[src/core/lpw_pkg.sv]
// Shared constants and types for the low-power wake control block
package lpw_pkg;

  // ==========================================================================
  // Wake sources and vectors
  // ==========================================================================
  localparam int SRC_N = 22;
  localparam logic [4:0] SRC_RESET_IDX = 5'h00;
  localparam logic [4:0] SRC_IRQ_IDX = 5'h02;
  // Index 0 has the highest priority; each entry is the high byte of a pair
  localparam logic [15:0] VEC_TABLE [SRC_N] = '{
    16'hFFFE, 16'hFFFC, 16'hFFFA, 16'hFFF8,
    16'hFFF6, 16'hFFF4, 16'hFFF2,
    16'hFFF0, 16'hFFEE, 16'hFFEC,
    16'hFFEA, 16'hFFE8,
    16'hFFE6, 16'hFFE4, 16'hFFE2,
    16'hFFE0, 16'hFFDE, 16'hFFDC,
    16'hFFDA, 16'hFFD8, 16'hFFD6, 16'hFFD4
  };

  // ==========================================================================
  // Pin synchroniser lanes
  // ==========================================================================
  localparam int PIN_N     = 5;
  localparam int PIN_RST   = 0;
  localparam int PIN_IRQ   = 1;
  localparam int PIN_KBD   = 2;
  localparam int PIN_CANRX = 3;
  localparam int PIN_XTAL  = 4;
  localparam logic [PIN_N-1:0] PIN_IDLE = 5'h0F;

  // ==========================================================================
  // Stop recovery
  // ==========================================================================
  localparam int REC_W         = 12;
  localparam int REC_LONG_CYC  = 4096;
  localparam int REC_SHORT_CYC = 32;

  // ==========================================================================
  // Reset values of control outputs
  // ==========================================================================
  localparam logic CLK_EN_RST = 1'b1;
  localparam logic RUN_RST    = 1'b1;
  localparam logic [15:0] VEC_RST = 16'hFFFE;

  typedef enum logic [1:0] {LPW_RUN, LPW_WAIT, LPW_STOP, LPW_RECOVER} lpw_mode_t;

  typedef struct packed {
    lpw_mode_t        mode;
    logic [PIN_N-1:0] s1;
    logic [PIN_N-1:0] s2;
    logic [PIN_N-1:0] s3;
    logic             cpu_clk_en;
    logic             sys_clk_en;
    logic [15:0]      vec;
    logic             vec_load;
    logic             reset_exit;
    logic             spi_run;
    logic             spi_rst;
    logic             tim_run;
    logic             pwt_run;
    logic             pwt_access;
    logic             can_run;
    logic             can_access;
    logic             can_rx_en;
    logic             can_invalid;
    logic             rec_start;
    logic             rec_short;
    logic             xtal_tick;
    logic             wait_mode;
    logic             stop_mode;
  } lpw_ctrl_t;

  typedef struct packed {
    logic             busy;
    logic             short_sel;
    logic [REC_W-1:0] cnt;
    logic             done;
  } lpw_rec_t;

endpackage : lpw_pkg

[src/core/lpw_rec_if.sv]
// Link between the wake controller and its stop recovery counter
`timescale 1ns/10ps
interface lpw_rec_if;
  logic start;
  logic short_sel;
  logic tick;
  logic done;
  modport ctrl (output start, output short_sel, output tick, input done);
  modport cnt  (input start, input short_sel, input tick, output done);
endinterface : lpw_rec_if

[src/core/lpw_recovery.sv]
// Stop recovery counter clocked by clk and advanced by crystal clock ticks
`timescale 1ns/10ps
module lpw_recovery (
  input wire logic clk,
  input wire logic reset,
  lpw_rec_if.cnt   rif
);

  lpw_pkg::lpw_rec_t q;
  lpw_pkg::lpw_rec_t d;
  logic [lpw_pkg::REC_W-1:0] last;

  assign rif.done = q.done;

  // ==========================================================================
  // Counter
  // ==========================================================================
  always_comb begin
    d = q;
    d.done = 1'b0;
    last = q.short_sel ? lpw_pkg::REC_W'(lpw_pkg::REC_SHORT_CYC - 1)
                       : lpw_pkg::REC_W'(lpw_pkg::REC_LONG_CYC - 1);
    if (rif.start) begin
      d.busy = 1'b1;
      d.cnt = '0;
      d.short_sel = rif.short_sel;
    end else if (q.busy && rif.tick) begin
      if (q.cnt == last) begin
        d.busy = 1'b0;
        d.done = 1'b1;
      end else begin
        d.cnt = q.cnt + 12'h001;
      end
    end
  end

  always_ff @(posedge clk) begin
    if (reset) begin
      q <= '0;
    end else begin
      q <= d;
    end
  end
endmodule : lpw_recovery

[src/core/lpw_wake_ctrl.sv]
// Wait and stop mode supervision with wake vectoring and stop recovery
`timescale 1ns/10ps
module lpw_wake_ctrl (
  input  wire logic        clk,
  input  wire logic        reset,
  input  wire logic        wait_exec,
  input  wire logic        stop_exec,
  input  wire logic        short_recovery_bit,
  input  wire logic        oscillator_on_in_stop_bit,
  input  wire logic        emu_mode,
  input  wire logic        reset_pin_n,
  input  wire logic        irq_pin_n,
  input  wire logic        keypad_pin_n,
  input  wire logic        can_rx_pin,
  input  wire logic        crystal_clock,
  input  wire logic        watchdog_timeout,
  input  wire logic        low_voltage_trip,
  input  wire logic        break_irq,
  input  wire logic        clkgen_irq,
  input  wire logic        keypad_irq,
  input  wire logic [2:0]  timer_unit_one_irq,
  input  wire logic [2:0]  timer_unit_two_irq,
  input  wire logic [1:0]  spi_irq,
  input  wire logic [2:0]  sci_irq,
  input  wire logic        adc_irq,
  input  wire logic        pwt_irq,
  input  wire logic [3:0]  can_irq,
  input  wire logic        can_busy,
  output logic             cpu_clk_en,
  output logic             sys_clk_en,
  output logic [15:0]      vector_addr,
  output logic             vector_load,
  output logic             in_wait,
  output logic             in_stop,
  output logic             spi_run,
  output logic             spi_reset,
  output logic             tim_run,
  output logic             pwt_run,
  output logic             pwt_access_en,
  output logic             can_run,
  output logic             can_access_en,
  output logic             can_rx_en,
  output logic             can_data_invalid
);

  lpw_pkg::lpw_ctrl_t   q;
  lpw_pkg::lpw_ctrl_t   d;
  logic [lpw_pkg::SRC_N-1:0] wreq;
  logic [lpw_pkg::SRC_N-1:0] sreq;
  logic [lpw_pkg::PIN_N-1:0] fall;
  logic                  rst_req;
  logic                  stopped;
  logic [15:0]           wvec;
  logic [15:0]           svec;
  logic                  wrst;
  logic                  srst;

  lpw_rec_if rec ();

  lpw_recovery u_recovery (
    .clk   (clk),
    .reset (reset),
    .rif   (rec)
  );

  assign rec.start     = q.rec_start;
  assign rec.short_sel = q.rec_short;
  assign rec.tick      = q.xtal_tick;

  // ==========================================================================
  // Outputs
  // ==========================================================================
  assign cpu_clk_en       = q.cpu_clk_en;
  assign sys_clk_en       = q.sys_clk_en;
  assign vector_addr      = q.vec;
  assign vector_load      = q.vec_load;
  assign in_wait          = q.wait_mode;
  assign in_stop          = q.stop_mode;
  assign spi_run          = q.spi_run;
  assign spi_reset        = q.spi_rst;
  assign tim_run          = q.tim_run;
  assign pwt_run          = q.pwt_run;
  assign pwt_access_en    = q.pwt_access;
  assign can_run          = q.can_run;
  assign can_access_en    = q.can_access;
  assign can_rx_en        = q.can_rx_en;
  assign can_data_invalid = q.can_invalid;

  // ==========================================================================
  // Wake requests, index 0 highest priority
  // ==========================================================================
  // Edges read only the second and third stages, never the first
  assign fall    = q.s3 & ~q.s2;
  assign rst_req = ~q.s2[lpw_pkg::PIN_RST] | low_voltage_trip;

  assign wreq = {can_irq, pwt_irq, adc_irq, keypad_irq, sci_irq, spi_irq,
                 timer_unit_two_irq, timer_unit_one_irq, clkgen_irq,
                 fall[lpw_pkg::PIN_IRQ], break_irq & emu_mode,
                 rst_req | watchdog_timeout};

  // Watchdog has no clock in stop, so it is not a stop exit
  assign sreq = {3'h0, fall[lpw_pkg::PIN_CANRX],
                 pwt_irq & oscillator_on_in_stop_bit, 1'b0,
                 keypad_irq | fall[lpw_pkg::PIN_KBD], 12'h000,
                 fall[lpw_pkg::PIN_IRQ], 1'b0, rst_req};

  always_comb begin
    wvec = lpw_pkg::VEC_TABLE[0];
    svec = lpw_pkg::VEC_TABLE[0];
    wrst = 1'b0;
    srst = 1'b0;
    for (int i = lpw_pkg::SRC_N - 1; i >= 0; i--) begin
      if (wreq[i]) begin
        wvec = lpw_pkg::VEC_TABLE[i];
        wrst = (i == 0);
      end
      if (sreq[i]) begin
        svec = lpw_pkg::VEC_TABLE[i];
        srst = (i == 0);
      end
    end
  end

  // ==========================================================================
  // Mode sequencing
  // ==========================================================================
  always_comb begin
    d = q;
    d.s1 = {crystal_clock, can_rx_pin, keypad_pin_n, irq_pin_n, reset_pin_n};
    d.s2 = q.s1;
    d.s3 = q.s2;
    d.xtal_tick = fall[lpw_pkg::PIN_XTAL] ? 1'b0 : (q.s2[lpw_pkg::PIN_XTAL] & ~q.s3[lpw_pkg::PIN_XTAL]);
    d.vec_load = 1'b0;
    d.spi_rst = 1'b0;
    d.can_invalid = 1'b0;
    d.rec_start = 1'b0;
    case (q.mode)
      lpw_pkg::LPW_RUN: begin
        if (stop_exec) begin
          d.mode = lpw_pkg::LPW_STOP;
          d.cpu_clk_en = 1'b0;
          d.sys_clk_en = oscillator_on_in_stop_bit;
          d.can_invalid = can_busy;
        end else if (wait_exec) begin
          d.mode = lpw_pkg::LPW_WAIT;
          d.cpu_clk_en = 1'b0;
          d.sys_clk_en = 1'b1;
        end
      end
      lpw_pkg::LPW_WAIT: begin
        if (|wreq) begin
          d.mode = lpw_pkg::LPW_RUN;
          d.cpu_clk_en = 1'b1;
          d.vec = wvec;
          d.vec_load = 1'b1;
          d.reset_exit = wrst;
        end
      end
      lpw_pkg::LPW_STOP: begin
        if (|sreq) begin
          d.mode = lpw_pkg::LPW_RECOVER;
          d.sys_clk_en = 1'b0;
          d.vec = svec;
          d.reset_exit = srst;
          d.spi_rst = srst;
          d.rec_start = 1'b1;
          d.rec_short = short_recovery_bit;
        end
      end
      lpw_pkg::LPW_RECOVER: begin
        if (rec.done) begin
          d.mode = lpw_pkg::LPW_RUN;
          d.cpu_clk_en = 1'b1;
          d.sys_clk_en = 1'b1;
          d.vec_load = 1'b1;
        end
      end
      default: begin
        d.mode = lpw_pkg::LPW_RUN;
      end
    endcase
    stopped = (d.mode == lpw_pkg::LPW_STOP) || (d.mode == lpw_pkg::LPW_RECOVER);
    d.spi_run = !stopped;
    d.tim_run = !stopped;
    d.can_run = !stopped;
    d.pwt_run = !stopped || oscillator_on_in_stop_bit;
    d.pwt_access = (d.mode == lpw_pkg::LPW_RUN);
    d.can_access = (d.mode == lpw_pkg::LPW_RUN);
    d.can_rx_en = !stopped;
    d.wait_mode = (d.mode == lpw_pkg::LPW_WAIT);
    d.stop_mode = stopped;
  end

  always_ff @(posedge clk) begin
    if (reset) begin
      q <= '{mode: lpw_pkg::LPW_RUN, s1: lpw_pkg::PIN_IDLE, s2: lpw_pkg::PIN_IDLE,
             s3: lpw_pkg::PIN_IDLE, cpu_clk_en: lpw_pkg::CLK_EN_RST,
             sys_clk_en: lpw_pkg::CLK_EN_RST, vec: lpw_pkg::VEC_RST,
             spi_run: lpw_pkg::RUN_RST, tim_run: lpw_pkg::RUN_RST,
             pwt_run: lpw_pkg::RUN_RST, pwt_access: lpw_pkg::RUN_RST,
             can_run: lpw_pkg::RUN_RST, can_access: lpw_pkg::RUN_RST,
             can_rx_en: lpw_pkg::RUN_RST, default: 1'b0};
    end else begin
      q <= d;
    end
  end
endmodule : lpw_wake_ctrl

[config.mk]
export PLATFORM = sky130hd
export DESIGN_NAME = lpw_wake_ctrl
export DESIGN_NICKNAME = d
export VERILOG_FILES = /design/src/core/lpw_pkg.sv /design/src/core/lpw_rec_if.sv /design/src/core/lpw_recovery.sv /design/src/core/lpw_wake_ctrl.sv
export SDC_FILE = /design/constraint.sdc
export NUM_CORES = 1
export LEC_CHECK = 0
export BUFFER_PORTS_ARGS = -buffer_cell sky130_fd_sc_hd__buf_2
export CAP_MARGIN = 25
export CORE_ASPECT_RATIO = 0.5
export CORE_UTILIZATION = 51
export CTS_CLUSTER_DIAMETER = 40
export DETAILED_ROUTE_END_ITERATION = 10
export PLACE_DENSITY = 0.78
export SKIP_LAST_GASP = 1
export SYNTH_ARGS = -nofsm -noshare
export SYNTH_HDL_FRONTEND = slang
export SYNTH_SLANG_ARGS = --single-unit
export TNS_END_PERCENT = 5
[constraint.sdc]
create_clock -name clk -period 3.33 [get_ports clk]
set_input_delay 0.666 -clock clk [delete_from_list [all_inputs] [get_ports clk]]
set_output_delay 0.666 -clock clk [all_outputs]
set_load 0.005 [all_outputs]
## Word-level counts from Yosys, hierarchy flattened

Index checks and enable logic that the tools add are counted.

- Flip-flop bits (word level): 61
- Input bits: 35
- Output and inout port bits: 30
- Logic and storage cells: 127

- Add/subtract/negate cells: 1
- Equal/unequal tests: 11
- Multiplexer cells: 52
- Bitwise logic cells: 16
- Reduce and logical (&&, ||, !) cells: 25

Operators with widths:

| cell | number |
|---|---|
| $mux 16 | 24 |
| $pmux 16 s2 | 1 |
| $reduce_or 22->1 | 1 |
| $mux 18 | 1 |
| $mux 2 | 9 |
| $mux 6 | 3 |
| $mux 17 | 1 |
| $add 12x1->12 const B | 1 |
| $eq 12x12->1 | 1 |
| $mux 12 | 1 |
| $reduce_or 3->1 | 3 |
| $eq 2x2->1 const B | 4 |
| $mux 1 | 8 |
| $not 1->1 | 8 |
| $pmux 2 s4 | 1 |
| $reduce_and 4->1 | 2 |
| $pmux 1 s3 | 2 |
| $reduce_and 2->1 | 3 |
| $reduce_bool 2->1 | 3 |
| $reduce_bool 3->1 | 2 |
| $reduce_or 2->1 | 3 |
| $and 5x5->5 | 1 |
| $not 5->5 | 1 |
| $reduce_or 5->1 | 1 |
| 12 further kinds | 20 |

## Logic depth before layout (Yosys ltp)

- Depth after elaboration: 24
- Mapped depth: 8

## By module

Synthesis repeated with hierarchy kept, for this count alone.

- Cell total of the unflattened synthesis: 292
- Area total of the unflattened synthesis: 2652.5 sq um

By module, submodules not included:

| module | times used | cells each | area each (sq um) | sequential area each (sq um) |
|---|---|---|---|---|
| lpw_wake_ctrl | 1 | 201 | 1869.3 | 700.7 |
| lpw_recovery | 1 | 91 | 783.3 | 300.3 |

## Worst setup path after synthesis

No wires, ideal clock.

- Path kind: in2reg
- From: input keypad_irq
- To: register q, in the netlist vector_addr[14]
- Data arrival time: 2.492 ns
- Required time: 3.203 ns
- Setup slack: 0.711 ns
- Stages: 6
- Cell sequence: or4_4 or2_4 or4_4 buf_6 o211a_2 or3_1

- Word-level cells in the longest chain between the ends: 18
- Elaborated cells on any way between the ends: 24
- Classes of those cells: eq/ne: 2; mux: 18; bitwise: 1; reduce/logical: 3

RTL lines:

| what | line | text |
|---|---|---|
| from (decl) | lpw_wake_ctrl.sv:20 | `input wire logic keypad_irq,` |
| $mux 16 (16 in series) | lpw_wake_ctrl.sv:113 | `if (wreq[i]) begin` |
| $mux 18 | lpw_wake_ctrl.sv:151 | `if (\|wreq) begin` |
| $pmux 16 s2 | lpw_wake_ctrl.sv:137 | `case (q.mode)` |
| to (signal assigned) | lpw_wake_ctrl.sv:196 | `q <= '{mode: lpw_pkg::LPW_RUN, s1: lpw_pkg::PIN_IDLE, s2: lpw_pkg::PIN_IDLE,` |
| to (decl) | lpw_wake_ctrl.sv:46 | `lpw_pkg::lpw_ctrl_t q;` |

Several ways; a longest one is shown, not always the timed one. The select of a mux whose other input is x is not followed.
A chain may end at the register's enable or synchronous reset.

## Final worst setup path

Same ends and word-level chain as after synthesis.

==> reports/results.ini <==
[critical_path]
worst-path-stages=6
endpoint_kind=flip-flop
crit_path_end=vector_addr[14]
cpPeakStageDelay_ns=0.54
worstReg2RegEnd=vector_addr[14]
crit_path_cell_trace=buf_2 -> or4_4 -> or2_4 -> or4_4 -> o211a_2 -> or3_1
critPathArrivalTime_ns=2.65
crit_slowest_cell=or4_4
critical_path_class=input port to flip-flop
path_max_fanout=7
critPathTopFamily=simple AND/OR/NAND/NOR gates
worst_path_most_repeated_cell=or4_4
critPathLaunchType=input port
crit_start=keypad_irq
r2r_setup_slack_ns=1.23
worst-path-buf-inv=1
rr_startpoint=in_stop
r2r_cells=6
crit_required_ns=3.53

[grt]
grt_pass1_wl_um=8270
grtUsageTotal_pct=21.0
antenna_found_initial=0
first_global_vias=1922
overflow=0
grt_max_degree=36

[sta]
tightestPinTransition_ns=0.544
relSlewSlack_pct=63.4
whs_ns=0.414
hold_viol=0
finalClockSkew_ns=0.00970
grt_setup_unrepaired=false
drv_slew=0
finalCriticalPeriod_ns=2.45
timing.final.crit_share_pct=73.6
fmax_ghz=0.408
fin_setup_tns_ns=0
setup_viol=0

[layout]
postLayoutCellArea_um2=2760
num-nets-final=372
num-fill-cells=427
areaGrowthSynthToFinish_pct=12.4
layout-drive-gt1-share_pct=28.0
diodes=0
fin_cells=398

[die]
die_area_um2=5110
core-area_um2=4510
core.rowCount=17
num_io_pins=65
die_x_um=100
die_h_um=51.1
start_util_pct=54.5

[place]
gp_congestion=0.854
hpwl_um=3800
placed_area_um2=2670
port_buffers=63
dp.cells=390

[synth]
yosysTopAreaCell=dfxtp_1
synth_warnings=0
yosysSeqAreaShare_pct=39.9
syn_area_um2=2460
synth_top_family_by_area=simple AND/OR/NAND/NOR gates
synth_seq_cells=49
synth_ff_type=dfxtp_1
synth-xor-area-share_pct=3.57
async_flop_share_pct=0
synth_top_area_share_pct=39.9
synthAdderAreaFrac_pct=3.06
yosys-mux-area-fraction_pct=1.22
synthesis.nets=330
yosys-top-cells-area=dfxtp_1, buf_4, nor2_1, or2_2, a21oi_1
synth_compound_area_share_pct=15.2
synthSimpleGateAreaFrac_pct=26.6
synthCells=289
synth-edff-count=0
synthDistinctLibCells=50
avgSynthCellArea_um2=8.50

[job]
drv_cap=0

[detailed_routing]
drtIter0Drc=76
post_drt_via_cell_ratio=5.26
ant_nets=0
via_count=2094
drt_first_pass_iters=5
drc=0
wl_um=5070
wl_per_cell_um=12.7

[clocking]
cts_buffer_depth=2
clk_latency_ns=0.31
cts_hold_buf=0
cts-root-buf=clkbuf_8
cts_tree=done
cts.clk_slew.worst_paths_ns=0.10
htree_levels=2
cts_setup_buffers=0
cts_made_buffers=5
cts_sinks=49
ctsResizeCount=0

[power]
power.static_leakage_uw=0.00115
ir_drop_v=0.000256
pwr_density_cell_nw_per_um2=562

[min_path]
hold_path_class=flip-flop to flip-flop

[outcome]
status=completed

==> logic make-up (layout without fill, tap and decap cells) <==
group           after synthesis  after routing
simple gates                119            119
compound gates               56             56
flops                        49             49
buf+inv                      45             88
xor+xnor                     10             10
fa+ha+maj                     6              6
mux                           3              3
other cells                   1              1
==> cell type report <==
cell class | instances | area [um2] | share of cell area [%]
Clock buffer | 5 | 68.8 | 2.49
Multi-Input combinational cell | 195 | 1220 | 44.3
Sequential cell | 49 | 981 | 35.5
Timing Repair Buffer | 64 | 323 | 11.7
Tap cell | 66 | 82.6 | 2.99
Clock inverter | 3 | 21.3 | 0.771
Inverter | 16 | 60.1 | 2.18
==> layer usage <==
layer  share of wire (%)  wire length (um)  up-vias  track usage (%)
li1                    -                 -     1067                -
met3                 4.2               211        6             5.34
met2                  50              2520       49             38.5
met1                  45              2300      972             24.4
met5                   0                 0        -                0
met4                0.79                40        0             6.52
==> power by group <==
| group | internal [uW] | leakage (uW) | switching, uW |
|---|---|---|---|
| combinational | 219 | 0.000700 | 258 |
| sequential | 665 | 0.000401 | 51.6 |
| clock | 149 | 0.0000445 | 209 |
| total | 1030 | 0.00115 | 519 |
==> stage by stage <==
stage | util [%] | total power [uW] | worst slack (ns)
2_1_floorplan | - | 1080 | 0.711
3_3_place_gp | 59.2 | 1190 | 0.595
3_5_place_dp | 59.2 | 1200 | 0.542
4_1_cts | 61.2 | 1560 | 0.875
5_1_grt | 61.2 | 1650 | 0.768
6_report | 61.2 | 1550 | 0.880
==> state kept, by name, summed over array words and instances (netlist names) <==
register and flops:
spi_reset 1, vector_addr 6, can_access_en 1, in_stop 1, u_recovery.q 14, cpu_clk_en 1, in_wait 1, pwt_run 1
can_rx_en 1, rec.tick 1, q 5, sys_clk_en 1, rec.short_sel 1, vector_load 1, d 10, u_recovery.rif.done 1
rec.start 1, can_data_invalid 1
==> cells in the final DEF, fill, tap and decap left out, types with 3 or more instances in the layout <==
master    instances
dfxtp_1          49
a31oi_1           3
nand4_1           5
inv_1            16
nand3_1           8
nand2b_1          5
and3_1            3
nor2_1           27
o31ai_1           3
xor2_1           10
clkbuf_8          5
nor4_1            4
o21bai_1          3
and2_1            4
o21ai_0          12
mux2i_1           3
or2_2            15
nor3_1           12
nor2b_1           8
buf_2            63
a21oi_1          18
nand2_1          13
ha_1              6
==> how the worst min path moves through the flow <==
stage                from  cells past startpoint  slack, ns       end
detailed placement  d[39]                      1       0.39     d[34]
finish              q[38]                      1       0.41  rec.tick
global route        q[38]                      1       0.43  rec.tick
CTS                 q[38]                      1       0.41  rec.tick
global placement    q[38]                      1       0.37  rec.tick
floorplan           q[38]                      1       0.37  rec.tick
==> synth_stat cells (all sizes together) (6+ instances only) <==
cell	number
dfxtp	49
o21ai	12
clkbuf	8
buf	21
a21oi	18
or2	16
ha	6
nor2	27
nand2	13
nor3	12
inv	16
nor2b	8
xor2	10
nand3	8
No activity file was read; power rests on OpenSTA's default activity.
